===== src/inc/src_cfg.svh =====
`ifndef SRC_CFG_SVH
`define SRC_CFG_SVH

`define SRC_ADDR_W 8
`define SRC_ROUTE_N 4
`define SRC_SEC_ROUTE_N 2
`define SRC_ROUTE_BASE 8'h00
`define SRC_ROUTE_LAST 8'h0c
`define SRC_SCR1_ADDR 8'h40

`define SRC_HAS_RA 1'b1
`define SRC_HAS_SH 1'b1
`define SRC_HAS_VMTAG 1'b1
`define SRC_SEC_VMTAG 1'b0
`define SRC_EXID_SUP 1'b1
`define SRC_CFG_FAULTS 1'b1
`define SRC_TWO_SEC 1'b1
`define SRC_NUM_IRQ 8'h10
`define SRC_IRQ_MASK 8'h1f

`define SRC_IMPDEF_HI 31
`define SRC_IMPDEF_LO 28
`define SRC_RA_HI 21
`define SRC_RA_LO 20
`define SRC_NS_HI 19
`define SRC_NS_LO 18
`define SRC_TYPE_HI 17
`define SRC_TYPE_LO 16
`define SRC_MA_HI 15
`define SRC_MA_LO 12
`define SRC_MT_BIT 11
`define SRC_EXV_BIT 10
`define SRC_SH_HI 9
`define SRC_SH_LO 8
`define SRC_TAG_HI 7
`define SRC_TAG_LO 0

`define SRC_REDIR_BIT 28
`define SRC_PERF_BIT 27
`define SRC_FETCH_BIT 26
`define SRC_EXTR_BIT 25
`define SRC_RESTR_BIT 24
`define SRC_IRQ_HI 23
`define SRC_IRQ_LO 16

`define SRC_TYPE_XLAT 2'b00
`define SRC_TYPE_BYP 2'b01
`define SRC_TYPE_FAULT 2'b10
`define SRC_TYPE_RSVD 2'b11
`define SRC_CODE_DEF 2'b00
`define SRC_CODE_RSVD 2'b01
`define SRC_RA_ALLOC 2'b10
`define SRC_RA_NOALLOC 2'b11
`define SRC_NS_SEC 2'b10
`define SRC_NS_NONSEC 2'b11

`define SRC_BYP_MASK 32'h003f_ffff
`define SRC_FAULT_MASK 32'hf003_0000
`define SRC_ROUTE_RST 32'h0002_0000
`define SRC_SCR1_RST 32'h0000_0000

`endif


===== src/inc/src_pkg.sv =====
package src_pkg;

    typedef enum logic [1:0] {
        SRC_CTX_XLAT,
        SRC_CTX_BYPASS,
        SRC_CTX_FAULT
    } src_ctx_t;

    typedef struct packed {
        logic [7:0] addr;
        logic [31:0] wdata;
        logic wr;
        logic rd;
        logic secure;
    } src_bus_req_t;

    typedef struct packed {
        logic valid;
        logic [1:0] entry;
        logic secure;
        logic instrToNs;
        logic bankTied;
        logic perfEvent;
    } src_txn_t;

    typedef struct packed {
        logic valid;
        src_ctx_t kind;
        logic [7:0] bankIdx;
        logic invalidCtxFault;
        logic permFault;
        logic [1:0] readAllocHint;
        logic [1:0] securityAttrSelect;
        logic memoryTypeSelect;
        logic [3:0] memoryAttributeValue;
        logic extendedIdValid;
        logic [1:0] shareabilitySelect;
        logic [7:0] virtualMachineTag;
        logic perfCount;
    } src_route_t;

    typedef struct packed {
        logic toBank;
        logic toSecureGlobal;
        logic toGlobal;
    } src_fault_t;

endpackage


===== src/hdl/src_top.sv =====
`timescale 1ns/1ns
`include "src_cfg.svh"

module src_top (
    // clock and reset
    input wire logic clk_sys,
    input wire logic nrst,
    // register port
    input src_pkg::src_bus_req_t busReq,
    output logic [31:0] rdata,
    // configuration from elsewhere
    input wire logic extendedIdEnable,
    // transaction lookup
    input src_pkg::src_txn_t txn,
    output src_pkg::src_route_t route,
    // external abort event
    input wire logic extAbort,
    input wire logic extAbortBankTied,
    // fault recording
    output src_pkg::src_fault_t faultRec,
    // secure control levels
    output logic [7:0] nsIrqCountOverride,
    output logic globalSpaceRestrict
);
    import src_pkg::*;

    logic [31:0] routeMem [`SRC_ROUTE_N];
    logic [31:0] scr1Reg;
    logic [31:0] rdataNext;
    logic cfgFaultSec;
    logic cfgFaultNs;
    logic [1:0] busIdx;
    logic busRoute;
    logic busScr1;
    logic accessOk;

    function automatic logic isSecGroup(input logic [1:0] idx);
        isSecGroup = (idx < 2'(`SRC_SEC_ROUTE_N));
    endfunction

    // stored bits depend on the format being written
    function automatic logic [31:0] routeMask(input logic [1:0] idx, input logic [31:0] d);
        logic [31:0] m;
        m = `SRC_BYP_MASK;
        if (d[`SRC_TYPE_HI] == 1'b1) begin
            m = `SRC_FAULT_MASK;
        end
        if (!`SRC_HAS_RA) begin
            m[`SRC_RA_HI:`SRC_RA_LO] = 2'b00;
        end
        if (!`SRC_HAS_SH) begin
            m[`SRC_SH_HI:`SRC_SH_LO] = 2'b00;
        end
        if (!`SRC_HAS_VMTAG) begin
            m[`SRC_TAG_HI:`SRC_TAG_LO] = 8'h00;
        end
        if (!isSecGroup(idx)) begin
            m[`SRC_NS_HI:`SRC_NS_LO] = 2'b00;
        end
        if (!`SRC_EXID_SUP) begin
            m[`SRC_EXV_BIT] = 1'b0;
        end
        routeMask = m;
    endfunction

    function automatic logic [31:0] scr1Mask();
        logic [31:0] m;
        m = 32'h0000_0000;
        m[`SRC_PERF_BIT] = 1'b1;
        m[`SRC_FETCH_BIT] = 1'b1;
        m[`SRC_EXTR_BIT] = 1'b1;
        m[`SRC_RESTR_BIT] = 1'b1;
        m[`SRC_REDIR_BIT] = `SRC_CFG_FAULTS;
        m[`SRC_IRQ_HI:`SRC_IRQ_LO] = `SRC_IRQ_MASK;
        if (!`SRC_TWO_SEC) begin
            m = 32'h0000_0000;
        end
        scr1Mask = m;
    endfunction

    assign busIdx = busReq.addr[3:2];
    assign busRoute = (busReq.addr >= `SRC_ROUTE_BASE) && (busReq.addr <= `SRC_ROUTE_LAST)
        && (busReq.addr[1:0] == 2'b00);
    assign busScr1 = (busReq.addr == `SRC_SCR1_ADDR) && `SRC_TWO_SEC;

    // access checks; non-secure blocks on secure registers or restricted space
    always_comb begin
        cfgFaultSec = 1'b0;
        cfgFaultNs = 1'b0;
        accessOk = busReq.secure;
        if (!busReq.secure && (busReq.wr || busReq.rd)) begin
            if (busScr1) begin
                cfgFaultSec = `SRC_CFG_FAULTS;
            end else if (busRoute && isSecGroup(busIdx)) begin
                cfgFaultSec = `SRC_CFG_FAULTS;
            end else if (busRoute && scr1Reg[`SRC_RESTR_BIT]) begin
                cfgFaultNs = `SRC_CFG_FAULTS;
            end else begin
                accessOk = 1'b1;
            end
        end
    end

    // route entries; reset value picked as fault format
    always_ff @(posedge clk_sys or negedge nrst) begin
        if (!nrst) begin
            for (int i = 0; i < `SRC_ROUTE_N; i++) begin
                routeMem[i] <= `SRC_ROUTE_RST;
            end
        end else if (busReq.wr && busRoute && accessOk) begin
            routeMem[busIdx] <= busReq.wdata & routeMask(busIdx, busReq.wdata);
        end
    end

    always_ff @(posedge clk_sys or negedge nrst) begin
        if (!nrst) begin
            scr1Reg <= `SRC_SCR1_RST;
            scr1Reg[`SRC_IRQ_HI:`SRC_IRQ_LO] <= `SRC_NUM_IRQ & `SRC_IRQ_MASK;
        end else if (busReq.wr && busScr1 && accessOk) begin
            scr1Reg <= busReq.wdata & scr1Mask();
        end
    end

    always_comb begin
        rdataNext = 32'h0000_0000;
        if (busReq.rd && accessOk) begin
            if (busRoute) begin
                rdataNext = routeMem[busIdx];
            end else if (busScr1) begin
                rdataNext = scr1Reg;
            end
        end
    end

    always_ff @(posedge clk_sys or negedge nrst) begin
        if (!nrst) begin
            rdata <= 32'h0000_0000;
        end else begin
            rdata <= rdataNext;
        end
    end

    // no context irq count; only the override leaves
    always_ff @(posedge clk_sys or negedge nrst) begin
        if (!nrst) begin
            nsIrqCountOverride <= 8'h00;
            globalSpaceRestrict <= 1'b0;
        end else begin
            nsIrqCountOverride <= scr1Reg[`SRC_IRQ_HI:`SRC_IRQ_LO];
            globalSpaceRestrict <= scr1Reg[`SRC_RESTR_BIT];
        end
    end

    // transaction lookup, one cycle
    logic [31:0] ent;
    logic [1:0] entType;
    logic entSec;
    logic permHit;
    src_route_t routeNext;

    assign ent = routeMem[txn.entry];
    assign entType = ent[`SRC_TYPE_HI:`SRC_TYPE_LO];
    assign entSec = isSecGroup(txn.entry);

    always_comb begin
        routeNext = '0;
        routeNext.valid = txn.valid;
        case (entType)
            `SRC_TYPE_XLAT: routeNext.kind = SRC_CTX_XLAT;
            `SRC_TYPE_BYP: routeNext.kind = SRC_CTX_BYPASS;
            default: routeNext.kind = SRC_CTX_FAULT;
        endcase
        // secure bank choice trusted to software
        routeNext.bankIdx = (entType == `SRC_TYPE_XLAT) ? ent[`SRC_TAG_HI:`SRC_TAG_LO] : 8'h00;
        routeNext.invalidCtxFault = txn.valid && entType[1];
        permHit = txn.valid && scr1Reg[`SRC_FETCH_BIT] && txn.secure && txn.instrToNs;
        routeNext.permFault = permHit;
        if (entType == `SRC_TYPE_BYP) begin
            routeNext.readAllocHint = (ent[`SRC_RA_HI:`SRC_RA_LO] == `SRC_CODE_RSVD)
                ? `SRC_CODE_DEF : ent[`SRC_RA_HI:`SRC_RA_LO];
            // secure groups only, reserved code as default
            routeNext.securityAttrSelect = (entSec && ent[`SRC_NS_HI]) ? ent[`SRC_NS_HI:`SRC_NS_LO] : `SRC_CODE_DEF;
            routeNext.memoryTypeSelect = ent[`SRC_MT_BIT];
            routeNext.memoryAttributeValue = ent[`SRC_MT_BIT] ? ent[`SRC_MA_HI:`SRC_MA_LO] : 4'h0;
            routeNext.shareabilitySelect = ent[`SRC_SH_HI:`SRC_SH_LO];
            routeNext.virtualMachineTag = (entSec && !`SRC_SEC_VMTAG) ? 8'h00 : ent[`SRC_TAG_HI:`SRC_TAG_LO];
        end
        // validity only with extended ids on
        routeNext.extendedIdValid = extendedIdEnable && `SRC_EXID_SUP && ent[`SRC_EXV_BIT];
        routeNext.perfCount = txn.valid && txn.perfEvent && (!txn.secure || scr1Reg[`SRC_PERF_BIT]);
    end

    always_ff @(posedge clk_sys or negedge nrst) begin
        if (!nrst) begin
            route <= '0;
        end else begin
            route <= routeNext;
        end
    end

    // fault recording destinations
    src_fault_t faultNext;
    logic txnFault;
    always_comb begin
        faultNext = '0;
        txnFault = routeNext.invalidCtxFault || permHit;
        if (txnFault && txn.bankTied && entType == `SRC_TYPE_XLAT) begin
            faultNext.toBank = 1'b1;
        end else if (txnFault) begin
            faultNext.toSecureGlobal = 1'b1;
        end
        if (extAbort && extAbortBankTied) begin
            faultNext.toBank = 1'b1;
        end else if (extAbort && scr1Reg[`SRC_EXTR_BIT]) begin
            faultNext.toSecureGlobal = 1'b1;
        end else if (extAbort) begin
            faultNext.toGlobal = 1'b1;
        end
        if (cfgFaultSec && scr1Reg[`SRC_REDIR_BIT]) begin
            faultNext.toGlobal = 1'b1;
        end else if (cfgFaultSec) begin
            faultNext.toSecureGlobal = 1'b1;
        end
        if (cfgFaultNs) begin
            faultNext.toGlobal = 1'b1;
        end
    end

    always_ff @(posedge clk_sys or negedge nrst) begin
        if (!nrst) begin
            faultRec <= '0;
        end else begin
            faultRec <= faultNext;
        end
    end

    // reserved type faults like fault type
    a_type_fault: assert property (@(posedge clk_sys) disable iff (!nrst)
        txn.valid && entType == `SRC_TYPE_RSVD |=> route.kind == SRC_CTX_FAULT && route.invalidCtxFault)
        else $error("reserved type not treated as fault");

    a_memory_attribute_value_gate: assert property (@(posedge clk_sys) disable iff (!nrst)
        !route.memoryTypeSelect |-> route.memoryAttributeValue == 4'h0)
        else $error("memory attribute leaked without select");

    a_exid_gate: assert property (@(posedge clk_sys) disable iff (!nrst)
        !$past(extendedIdEnable) |-> !route.extendedIdValid)
        else $error("extended valid seen while disabled");

    a_scr1_secure: assert property (@(posedge clk_sys) disable iff (!nrst)
        busReq.wr && busScr1 && !busReq.secure |=> $stable(scr1Reg))
        else $error("non-secure write changed secure config");

    a_scr1_rdzero: assert property (@(posedge clk_sys) disable iff (!nrst)
        busReq.rd && busScr1 && !busReq.secure |=> rdata == 32'h0000_0000 && faultRec != '0)
        else $error("non-secure read of secure config not blocked");

    a_perf_gate: assert property (@(posedge clk_sys) disable iff (!nrst)
        txn.valid && txn.secure && txn.perfEvent && !scr1Reg[`SRC_PERF_BIT] |=> !route.perfCount)
        else $error("secure event counted while disabled");

    a_fetch_guard: assert property (@(posedge clk_sys) disable iff (!nrst)
        txn.valid && txn.secure && txn.instrToNs && scr1Reg[`SRC_FETCH_BIT] |=> route.permFault)
        else $error("fetch guard fault missing");

    a_ext_redirect: assert property (@(posedge clk_sys) disable iff (!nrst)
        extAbort && !extAbortBankTied && scr1Reg[`SRC_EXTR_BIT] && !cfgFaultSec && !cfgFaultNs
        |=> faultRec.toSecureGlobal && !faultRec.toGlobal)
        else $error("external abort not redirected");

    a_restrict_block: assert property (@(posedge clk_sys) disable iff (!nrst)
        busReq.wr && busRoute && !busReq.secure && !isSecGroup(busIdx) && scr1Reg[`SRC_RESTR_BIT]
        |=> $stable(routeMem[2]) && $stable(routeMem[3]) && faultRec.toGlobal)
        else $error("restricted non-secure write not blocked");

    // redirect routes cfg fault to global
    a_cfg_redirect: assert property (@(posedge clk_sys) disable iff (!nrst)
        cfgFaultSec && scr1Reg[`SRC_REDIR_BIT] |=> faultRec.toGlobal)
        else $error("cfg fault not redirected to global status");

    a_unmapped_read: assert property (@(posedge clk_sys) disable iff (!nrst)
        busReq.rd && !busRoute && !busScr1 |=> rdata == 32'h0000_0000)
        else $error("unmapped read returned data");

    // fault format keeps only its fields
    a_fault_format: assert property (@(posedge clk_sys) disable iff (!nrst)
        ent[`SRC_TYPE_HI] |-> (ent & ~`SRC_FAULT_MASK) == 32'h0000_0000)
        else $error("fault format entry holds reserved bits");

    // security attribute absent in non-secure groups
    a_nsattr_rsvd: assert property (@(posedge clk_sys) disable iff (!nrst)
        !entSec |-> ent[`SRC_NS_HI:`SRC_NS_LO] == 2'b00)
        else $error("security attribute stored in non-secure group");

    a_bypass_kind: assert property (@(posedge clk_sys) disable iff (!nrst)
        txn.valid && entType == `SRC_TYPE_BYP |=> route.valid && route.kind == SRC_CTX_BYPASS && !route.invalidCtxFault)
        else $error("bypass entry not decoded as bypass");

    // translation type hands out bank index
    a_xlat_bank: assert property (@(posedge clk_sys) disable iff (!nrst)
        txn.valid && entType == `SRC_TYPE_XLAT
        |=> route.kind == SRC_CTX_XLAT && route.bankIdx == $past(ent[`SRC_TAG_HI:`SRC_TAG_LO]))
        else $error("translation entry bank index wrong");

    // reserved hint falls back to default
    a_rahint_rsvd: assert property (@(posedge clk_sys) disable iff (!nrst)
        txn.valid && entType == `SRC_TYPE_BYP && ent[`SRC_RA_HI:`SRC_RA_LO] == `SRC_CODE_RSVD
        |=> route.readAllocHint == `SRC_CODE_DEF)
        else $error("reserved read hint passed through");

    a_share_pass: assert property (@(posedge clk_sys) disable iff (!nrst)
        txn.valid && entType == `SRC_TYPE_BYP |=> route.shareabilitySelect == $past(ent[`SRC_SH_HI:`SRC_SH_LO]))
        else $error("shareability code lost");

    a_sec_tag: assert property (@(posedge clk_sys) disable iff (!nrst)
        txn.valid && entSec && !`SRC_SEC_VMTAG |=> route.virtualMachineTag == 8'h00)
        else $error("secure vm tag leaked");

    a_irq_mask: assert property (@(posedge clk_sys) disable iff (!nrst)
        (scr1Reg[`SRC_IRQ_HI:`SRC_IRQ_LO] & ~`SRC_IRQ_MASK) == 8'h00)
        else $error("unimplemented irq override bits set");

    // redirect bit has no say on these faults
    a_cfg_nsfault: assert property (@(posedge clk_sys) disable iff (!nrst)
        cfgFaultNs |=> faultRec.toGlobal)
        else $error("non-secure register fault not in global status");

    // without redirect the fault stays secure
    a_cfg_secfault: assert property (@(posedge clk_sys) disable iff (!nrst)
        cfgFaultSec && !scr1Reg[`SRC_REDIR_BIT] |=> faultRec.toSecureGlobal)
        else $error("cfg fault not in secure global status");

    // bank-tied abort goes to its bank
    a_abort_bank: assert property (@(posedge clk_sys) disable iff (!nrst)
        extAbort && extAbortBankTied |=> faultRec.toBank)
        else $error("bank-tied abort not recorded in bank");

    // bank-tied lookup fault on a translation entry goes to its bank
    a_txn_bank: assert property (@(posedge clk_sys) disable iff (!nrst)
        txn.valid && txn.bankTied && entType == `SRC_TYPE_XLAT && permHit |=> faultRec.toBank)
        else $error("bank-tied fault not recorded in bank");

    a_perf_pass: assert property (@(posedge clk_sys) disable iff (!nrst)
        txn.valid && txn.perfEvent && (!txn.secure || scr1Reg[`SRC_PERF_BIT]) |=> route.perfCount)
        else $error("permitted event not counted");

endmodule


===== config.mk =====
export PLATFORM = sky130hd
export DESIGN_NAME = src_top
export DESIGN_NICKNAME = d
export VERILOG_FILES = /design/src/inc/src_pkg.sv /design/src/hdl/src_top.sv
export VERILOG_INCLUDE_DIRS = /design/src /design/src/inc
export SDC_FILE = /design/constraint.sdc
export NUM_CORES = 1
export LEC_CHECK = 0
export BUFFER_PORTS_ARGS = -buffer_cell sky130_fd_sc_hd__buf_2
export CAP_MARGIN = 20
export CORE_MARGIN = 2
export CORE_UTILIZATION = 60
export CTS_BUF_LIST = sky130_fd_sc_hd__clkbuf_16
export DETAILED_ROUTE_END_ITERATION = 16
export PLACE_DENSITY = 0.84
export SETUP_SLACK_MARGIN = 0.2
export SYNTH_ARGS = -nofsm -noshare
export SYNTH_HDL_FRONTEND = slang
export SYNTH_SLANG_ARGS = --single-unit

===== constraint.sdc =====
create_clock -name clk_sys -period 4.7 [get_ports clk_sys]
set_input_delay 0 -clock clk_sys [delete_from_list [all_inputs] [get_ports clk_sys]]
set_output_delay 0 -clock clk_sys [all_outputs]
set_load 0.02 [all_outputs]

; Yosys cells after proc, flatten, opt, wreduce, memory -nomap -nowiden
; Cells that the tools add are included.
[word_totals]
register_bits = 213
input_bits = 55
out_inout_bits = 78
[op_classes]
order_cmp = 7
eq_ne = 3
muxes = 47
n_bitwise = 3
reduce_logical = 31
[op_table]
columns = op, n
row1 = $mux 32, 7
row2 = $bmux 32 s2, 2
row3 = $bwmux 128, 1
row4 = $demux 32 s2, 1
row5 = $mux 22, 2
row6 = $and 32x32->32, 1
row7 = $mux 29, 1
row8 = $logic_and 1x1->1, 24
row9 = $mux 1, 22
row10 = $mux 8, 2
row11 = $mux 10, 1
row12 = $mux 2, 5
row13 = $mux 9, 1
row14 = $eq 8x7->1 const B, 1
row15 = $ge 8x1->1 const B, 1
row16 = $le 8x4->1 const B, 1
row17 = $ge 3x3->1 const B, 2
row18 = $not 2->3, 2
row19 = $eq 2x1->1 const B, 2
row20 = $logic_not 2->1, 2
row21 = $lt 2x2->1 const B, 2
row22 = $mux 4, 1
row23 = $pmux 2 s2, 1
row24 = $logic_or 1x1->1, 3
row25 = 2 further kinds, 3

; Longest topological paths before layout
[depth]
ltp_word = 14
ltp_mapped = 6

; Least setup slack after synthesis
; OpenSTA, ideal clock, no wires.
[synth_path]
kind = register -> register
startpoint = reg routeMem[17] (netlist bit)
endpoint = reg faultRec[2] (netlist bit)
arrival_ns = 1.472
t_required_ns = 4.605
path_slack_ns = 3.133
path_stages_with_launch = 5
period_less_slack_ns = 1.567
cell_sequence = dfstp_2 mux4_2 or2_1 clkbuf_1 o31ai_1
[synth_lines]
columns = element, line_no
row1 = "start, declared", src_top.sv:27  ; logic [31:0] routeMem [`SRC_ROUTE_N];
row2 = "start signal, assigned by index", src_top.sv:108  ; routeMem[i] <= `SRC_ROUTE_RST;
row3 = "start signal, assigned by index", src_top.sv:111  ; routeMem[busIdx] <= busReq.wdata & routeMask(busIdx, busReq.wdata);
row4 = "end signal, assigned", src_top.sv:233  ; faultRec <= faultNext;
row5 = "end, declared", src_top.sv:20  ; output src_pkg::src_fault_t faultRec,

; Final worst setup path
[layout_path]
startpoint = reg scr1Reg[24]
endpoint = reg routeMem[48] (netlist bit)
[layout_between]
elab_chain_len = 6
[layout_lines]
columns = element, line_no
row1 = "start, declared", src_top.sv:28  ; logic [31:0] scr1Reg;
row2 = "start signal, assigned", src_top.sv:117  ; scr1Reg <= `SRC_SCR1_RST;
row3 = "start signal, assigned by index", src_top.sv:118  ; scr1Reg[`SRC_IRQ_HI:`SRC_IRQ_LO] <= `SRC_NUM_IRQ & `SRC_IRQ_MASK;
row4 = "start signal, assigned", src_top.sv:120  ; scr1Reg <= busReq.wdata & scr1Mask();
row5 = $logic_and 1x1->1, src_top.sv:96  ; end else if (busRoute && scr1Reg[`SRC_RESTR_BIT]) begin
row6 = $mux 1, src_top.sv:96
row7 = $mux 1, src_top.sv:94  ; end else if (busRoute && isSecGroup(busIdx)) begin
row8 = $mux 1, src_top.sv:92  ; if (busScr1) begin
row9 = $mux 1, src_top.sv:91  ; if (!busReq.secure && (busReq.wr || busReq.rd)) begin
row10 = $logic_and 1x1->1, src_top.sv:110  ; end else if (busReq.wr && busRoute && accessOk) begin
; No other way between the ends.
; A chain may end at the register's enable or synchronous reset.

==> flow_summary.toml <==
[floorplan]
die-width_um = 120
coreArea_mm2 = 0.0131
die_h_um = 120
die_area_mm2 = 0.0143
io_pins = 133
rows = 42
initial_core_util = 0.610

[pwr]
internal-power_mw = 2.50
power_density_mw_per_mm2 = 333
ir_drop_mv = 0.235
switching_share = 0.225
leakage_nw = 4.71
switchingPower_mw = 0.724
power_frac_clock = 0.413
combPwrFrac = 0.072
power_frac_seq = 0.514

[yosys]
synth.area.top_cells = "dfrtp_1, mux4_2, o21ai_0"
synth_area_per_cell_um2 = 12.7
netlist_top_cells_count = "dfrtp_1, o21ai_0, nand2_1, mux4_2, and2_1"
yosysMostFrequentCell = "dfrtp_1"
async_flop_share = 1.00
yosys.area.top_type_share = 0.568
netlist_instances = 630
ys_ff_latch = 187
synth_top_cell_by_area = "dfrtp_1"
synth_flop_cell = "dfrtp_1"
yosysSeqAreaShare = 0.584
synth_area_mm2 = 0.00802
synth_edf_count = 0
ys_warn_count = 0
ys_types = 42

[clock_tree]
root_buffer = "clkbuf_16"
clkTransAtPathRegs_ns = 0.07
h-tree-depth = 4
cts_resized = 0
cts_buffer_depth = 2
holdBufCountCts = 40
cts_sinks = 187
numCtsBuffers = 17
clock_latency_ns = 0.43
postCtsSetupBuffers = 0
cts_tree = "yes"

[cells_and_area]
final_nets = 833
multiInputGateArea_mm2 = 0.00306
register_area_mm2 = 0.00469
fillers = 830
antennaDiodeCount = 0
drive_gt1_frac = 0.297
syn2layout_area_growth_pct = 20.6
final_util = 0.736
instances_no_fill = 966

[route]
drt_iter0_markers = 606
firstDrtPassIters = 5
vias = 5805
via_per_inst = 6.01
drt_wl_total_mm = 19.6
wire_per_inst_um = 20.3
drcViolationCount = 0
final_antenna_net_count = 0

[timing]
setup_tns_ns = 0
fin_crit_sh = 0.553
tightest_slew_ns = 1.09
fin_crit_ns = 2.60
setup_ws_ns = 2.10
finalSetupViolCount = 0
finClkSkew_ns = 0.00777
hold_ws_ns = 0.0243
max_slew_margin = 0.274
hold_violations = 0
fmaxAchievable_mhz = 385
slew_viol_final = 0
rsz0062_at_grt = "false"

[global_routing]
first_global_vias = 6216
grt_pass1_wl_mm = 31.5
antenna_found_initial = 0
grt_max_degree = 74
grt-ovfl-total = 0
grt_usage = 0.289

[worst_setup_path]
crit_chain = "inv_1 -> o2111ai_4 -> nand2b_1 -> buf_16 -> mux2_2"
end_kind = "register"
crit_slowest_cell = "o2111ai_4"
critPathKind = "reg -> reg"
worstSetupStartpoint = "scr1Reg[24]$_DFFE_PN0P_"
r2r-start = "scr1Reg[24]$_DFFE_PN0P_"
required_ns = 5.02
critPathLaunchType = "register"
critPathMaxStageDelay_ns = 0.86
critPathMaxFanout = 46
arrival_ns = 2.91

[status]
status = "completed"

[place]
place_congestion = 0.803
dp_hpwl_mm = 11.3
dp_cells = 893
placement.io_buffers = 125
pre_cts_slack_ns = 1.65

[min_path]
hp-start = "busReq[40]"
hp-class = "in -> reg"

[flow_run]
maxCapViolCount = 0
## worst paths after layout
path	end	slack, ns	depth (start not counted)
max in group asynchronous	routeMem[19]$_DFFE_PN0P_	3.28	3
hold / removal	routeMem[114]$_DFFE_PN0P_	0.02	4
setup reg to reg	routeMem[48]$_DFFE_PN0P_	2.10	5
setup / recovery	routeMem[48]$_DFFE_PN0P_	2.10	5
hold reg to reg	nsIrqCountOverride[3]$_DFF_PN0_	0.40	0
min in group asynchronous	rdata[6]$_DFF_PN0_	0.15	2
## flip-flops by register name, summed over array words and instances, names as in the netlist
signal	cells
rdata	30
nsIrqCountOverride	5
faultRec	3
scr1Reg	10
routeMem	104
route	34
globalSpaceRestrict	1
## area by class of cell
| class | count | area share |
|---|---|---|
| clock buffers | 17 | 0.0440 |
| clock inverters | 14 | 0.0119 |
| inverters | 8 | 0.00311 |
| multi-input cells | 390 | 0.317 |
| flip-flops and latches | 187 | 0.485 |
| well taps | 176 | 0.0228 |
| repair buffers | 174 | 0.117 |
## worst max-delay path, delay by kind of cell (launching register included)
kind,cells,cell delay (ns)
multiplexers,1,0.35
AO/OA/AOI/OAI,1,0.86
buffers and inverters,2,0.33
AND/OR/NAND/NOR,1,0.53
flip-flops,1,0.41
## logic make-up after synthesis
kind of cell / count (synthesis) / share of synthesized area
flip-flops: 187 / 0.584
AND/OR/NAND/NOR: 161 / 0.110
AO/OA/AOI/OAI: 150 / 0.100
multiplexers: 74 / 0.168
buffers and inverters: 57 / 0.0364
other: 1 / 0.000468
## routing by layer
layer / GRT usage / share of wire
met1: 0.353 / 0.38
met2: 0.487 / 0.52
met3: 0.0594 / 0.060
met4: 0.157 / 0.038
met5: 0 / 0
## through the flow
stage	power [mW]	area, um2
2_1_floorplan	1.80	8030
3_3_place_gp	1.88	8680
3_5_place_dp	1.89	8680
4_1_cts	3.22	9620
5_1_grt	3.32	9670
6_report	3.22	9670
## power by group through the flow
| stage | Combinational [mW] | Sequential (mW) | Clock [mW] |
|---|---|---|---|
| after global routing | 0.253 | 1.66 | 1.40 |
| after detailed placement | 0.204 | 1.68 | 0 |
| final | 0.232 | 1.66 | 1.33 |
| after CTS | 0.232 | 1.66 | 1.34 |
| after global placement | 0.197 | 1.68 | 0 |
| after floorplan | 0.109 | 1.69 | 0 |
## placed cells by master, fill, tap and decap left out, types with 3 or more instances in the layout
cell type | synthesis | routed
a21oi_1 | 3 | 3
clkinv_1 | 0 | 6
o21ai_0 | 109 | 109
mux4_2 | 46 | 46
inv_1 | 8 | 11
clkbuf_16 | 0 | 17
and3_1 | 5 | 5
nor2_1 | 13 | 13
nand2_1 | 61 | 61
conb_1 | 1 | 5
nor3_1 | 3 | 3
dlygate4sd3_1 | 0 | 40
and2_1 | 31 | 31
mux2i_1 | 10 | 10
nor2b_1 | 9 | 9
a22o_1 | 6 | 6
dfstp_2 | 5 | 5
buf_4 | 8 | 7
o21ai_1 | 28 | 28
dfrtp_1 | 182 | 182
nand2b_1 | 23 | 23
buf_2 | 8 | 124
mux2_2 | 16 | 16
(Power assumes the default switching activity.)
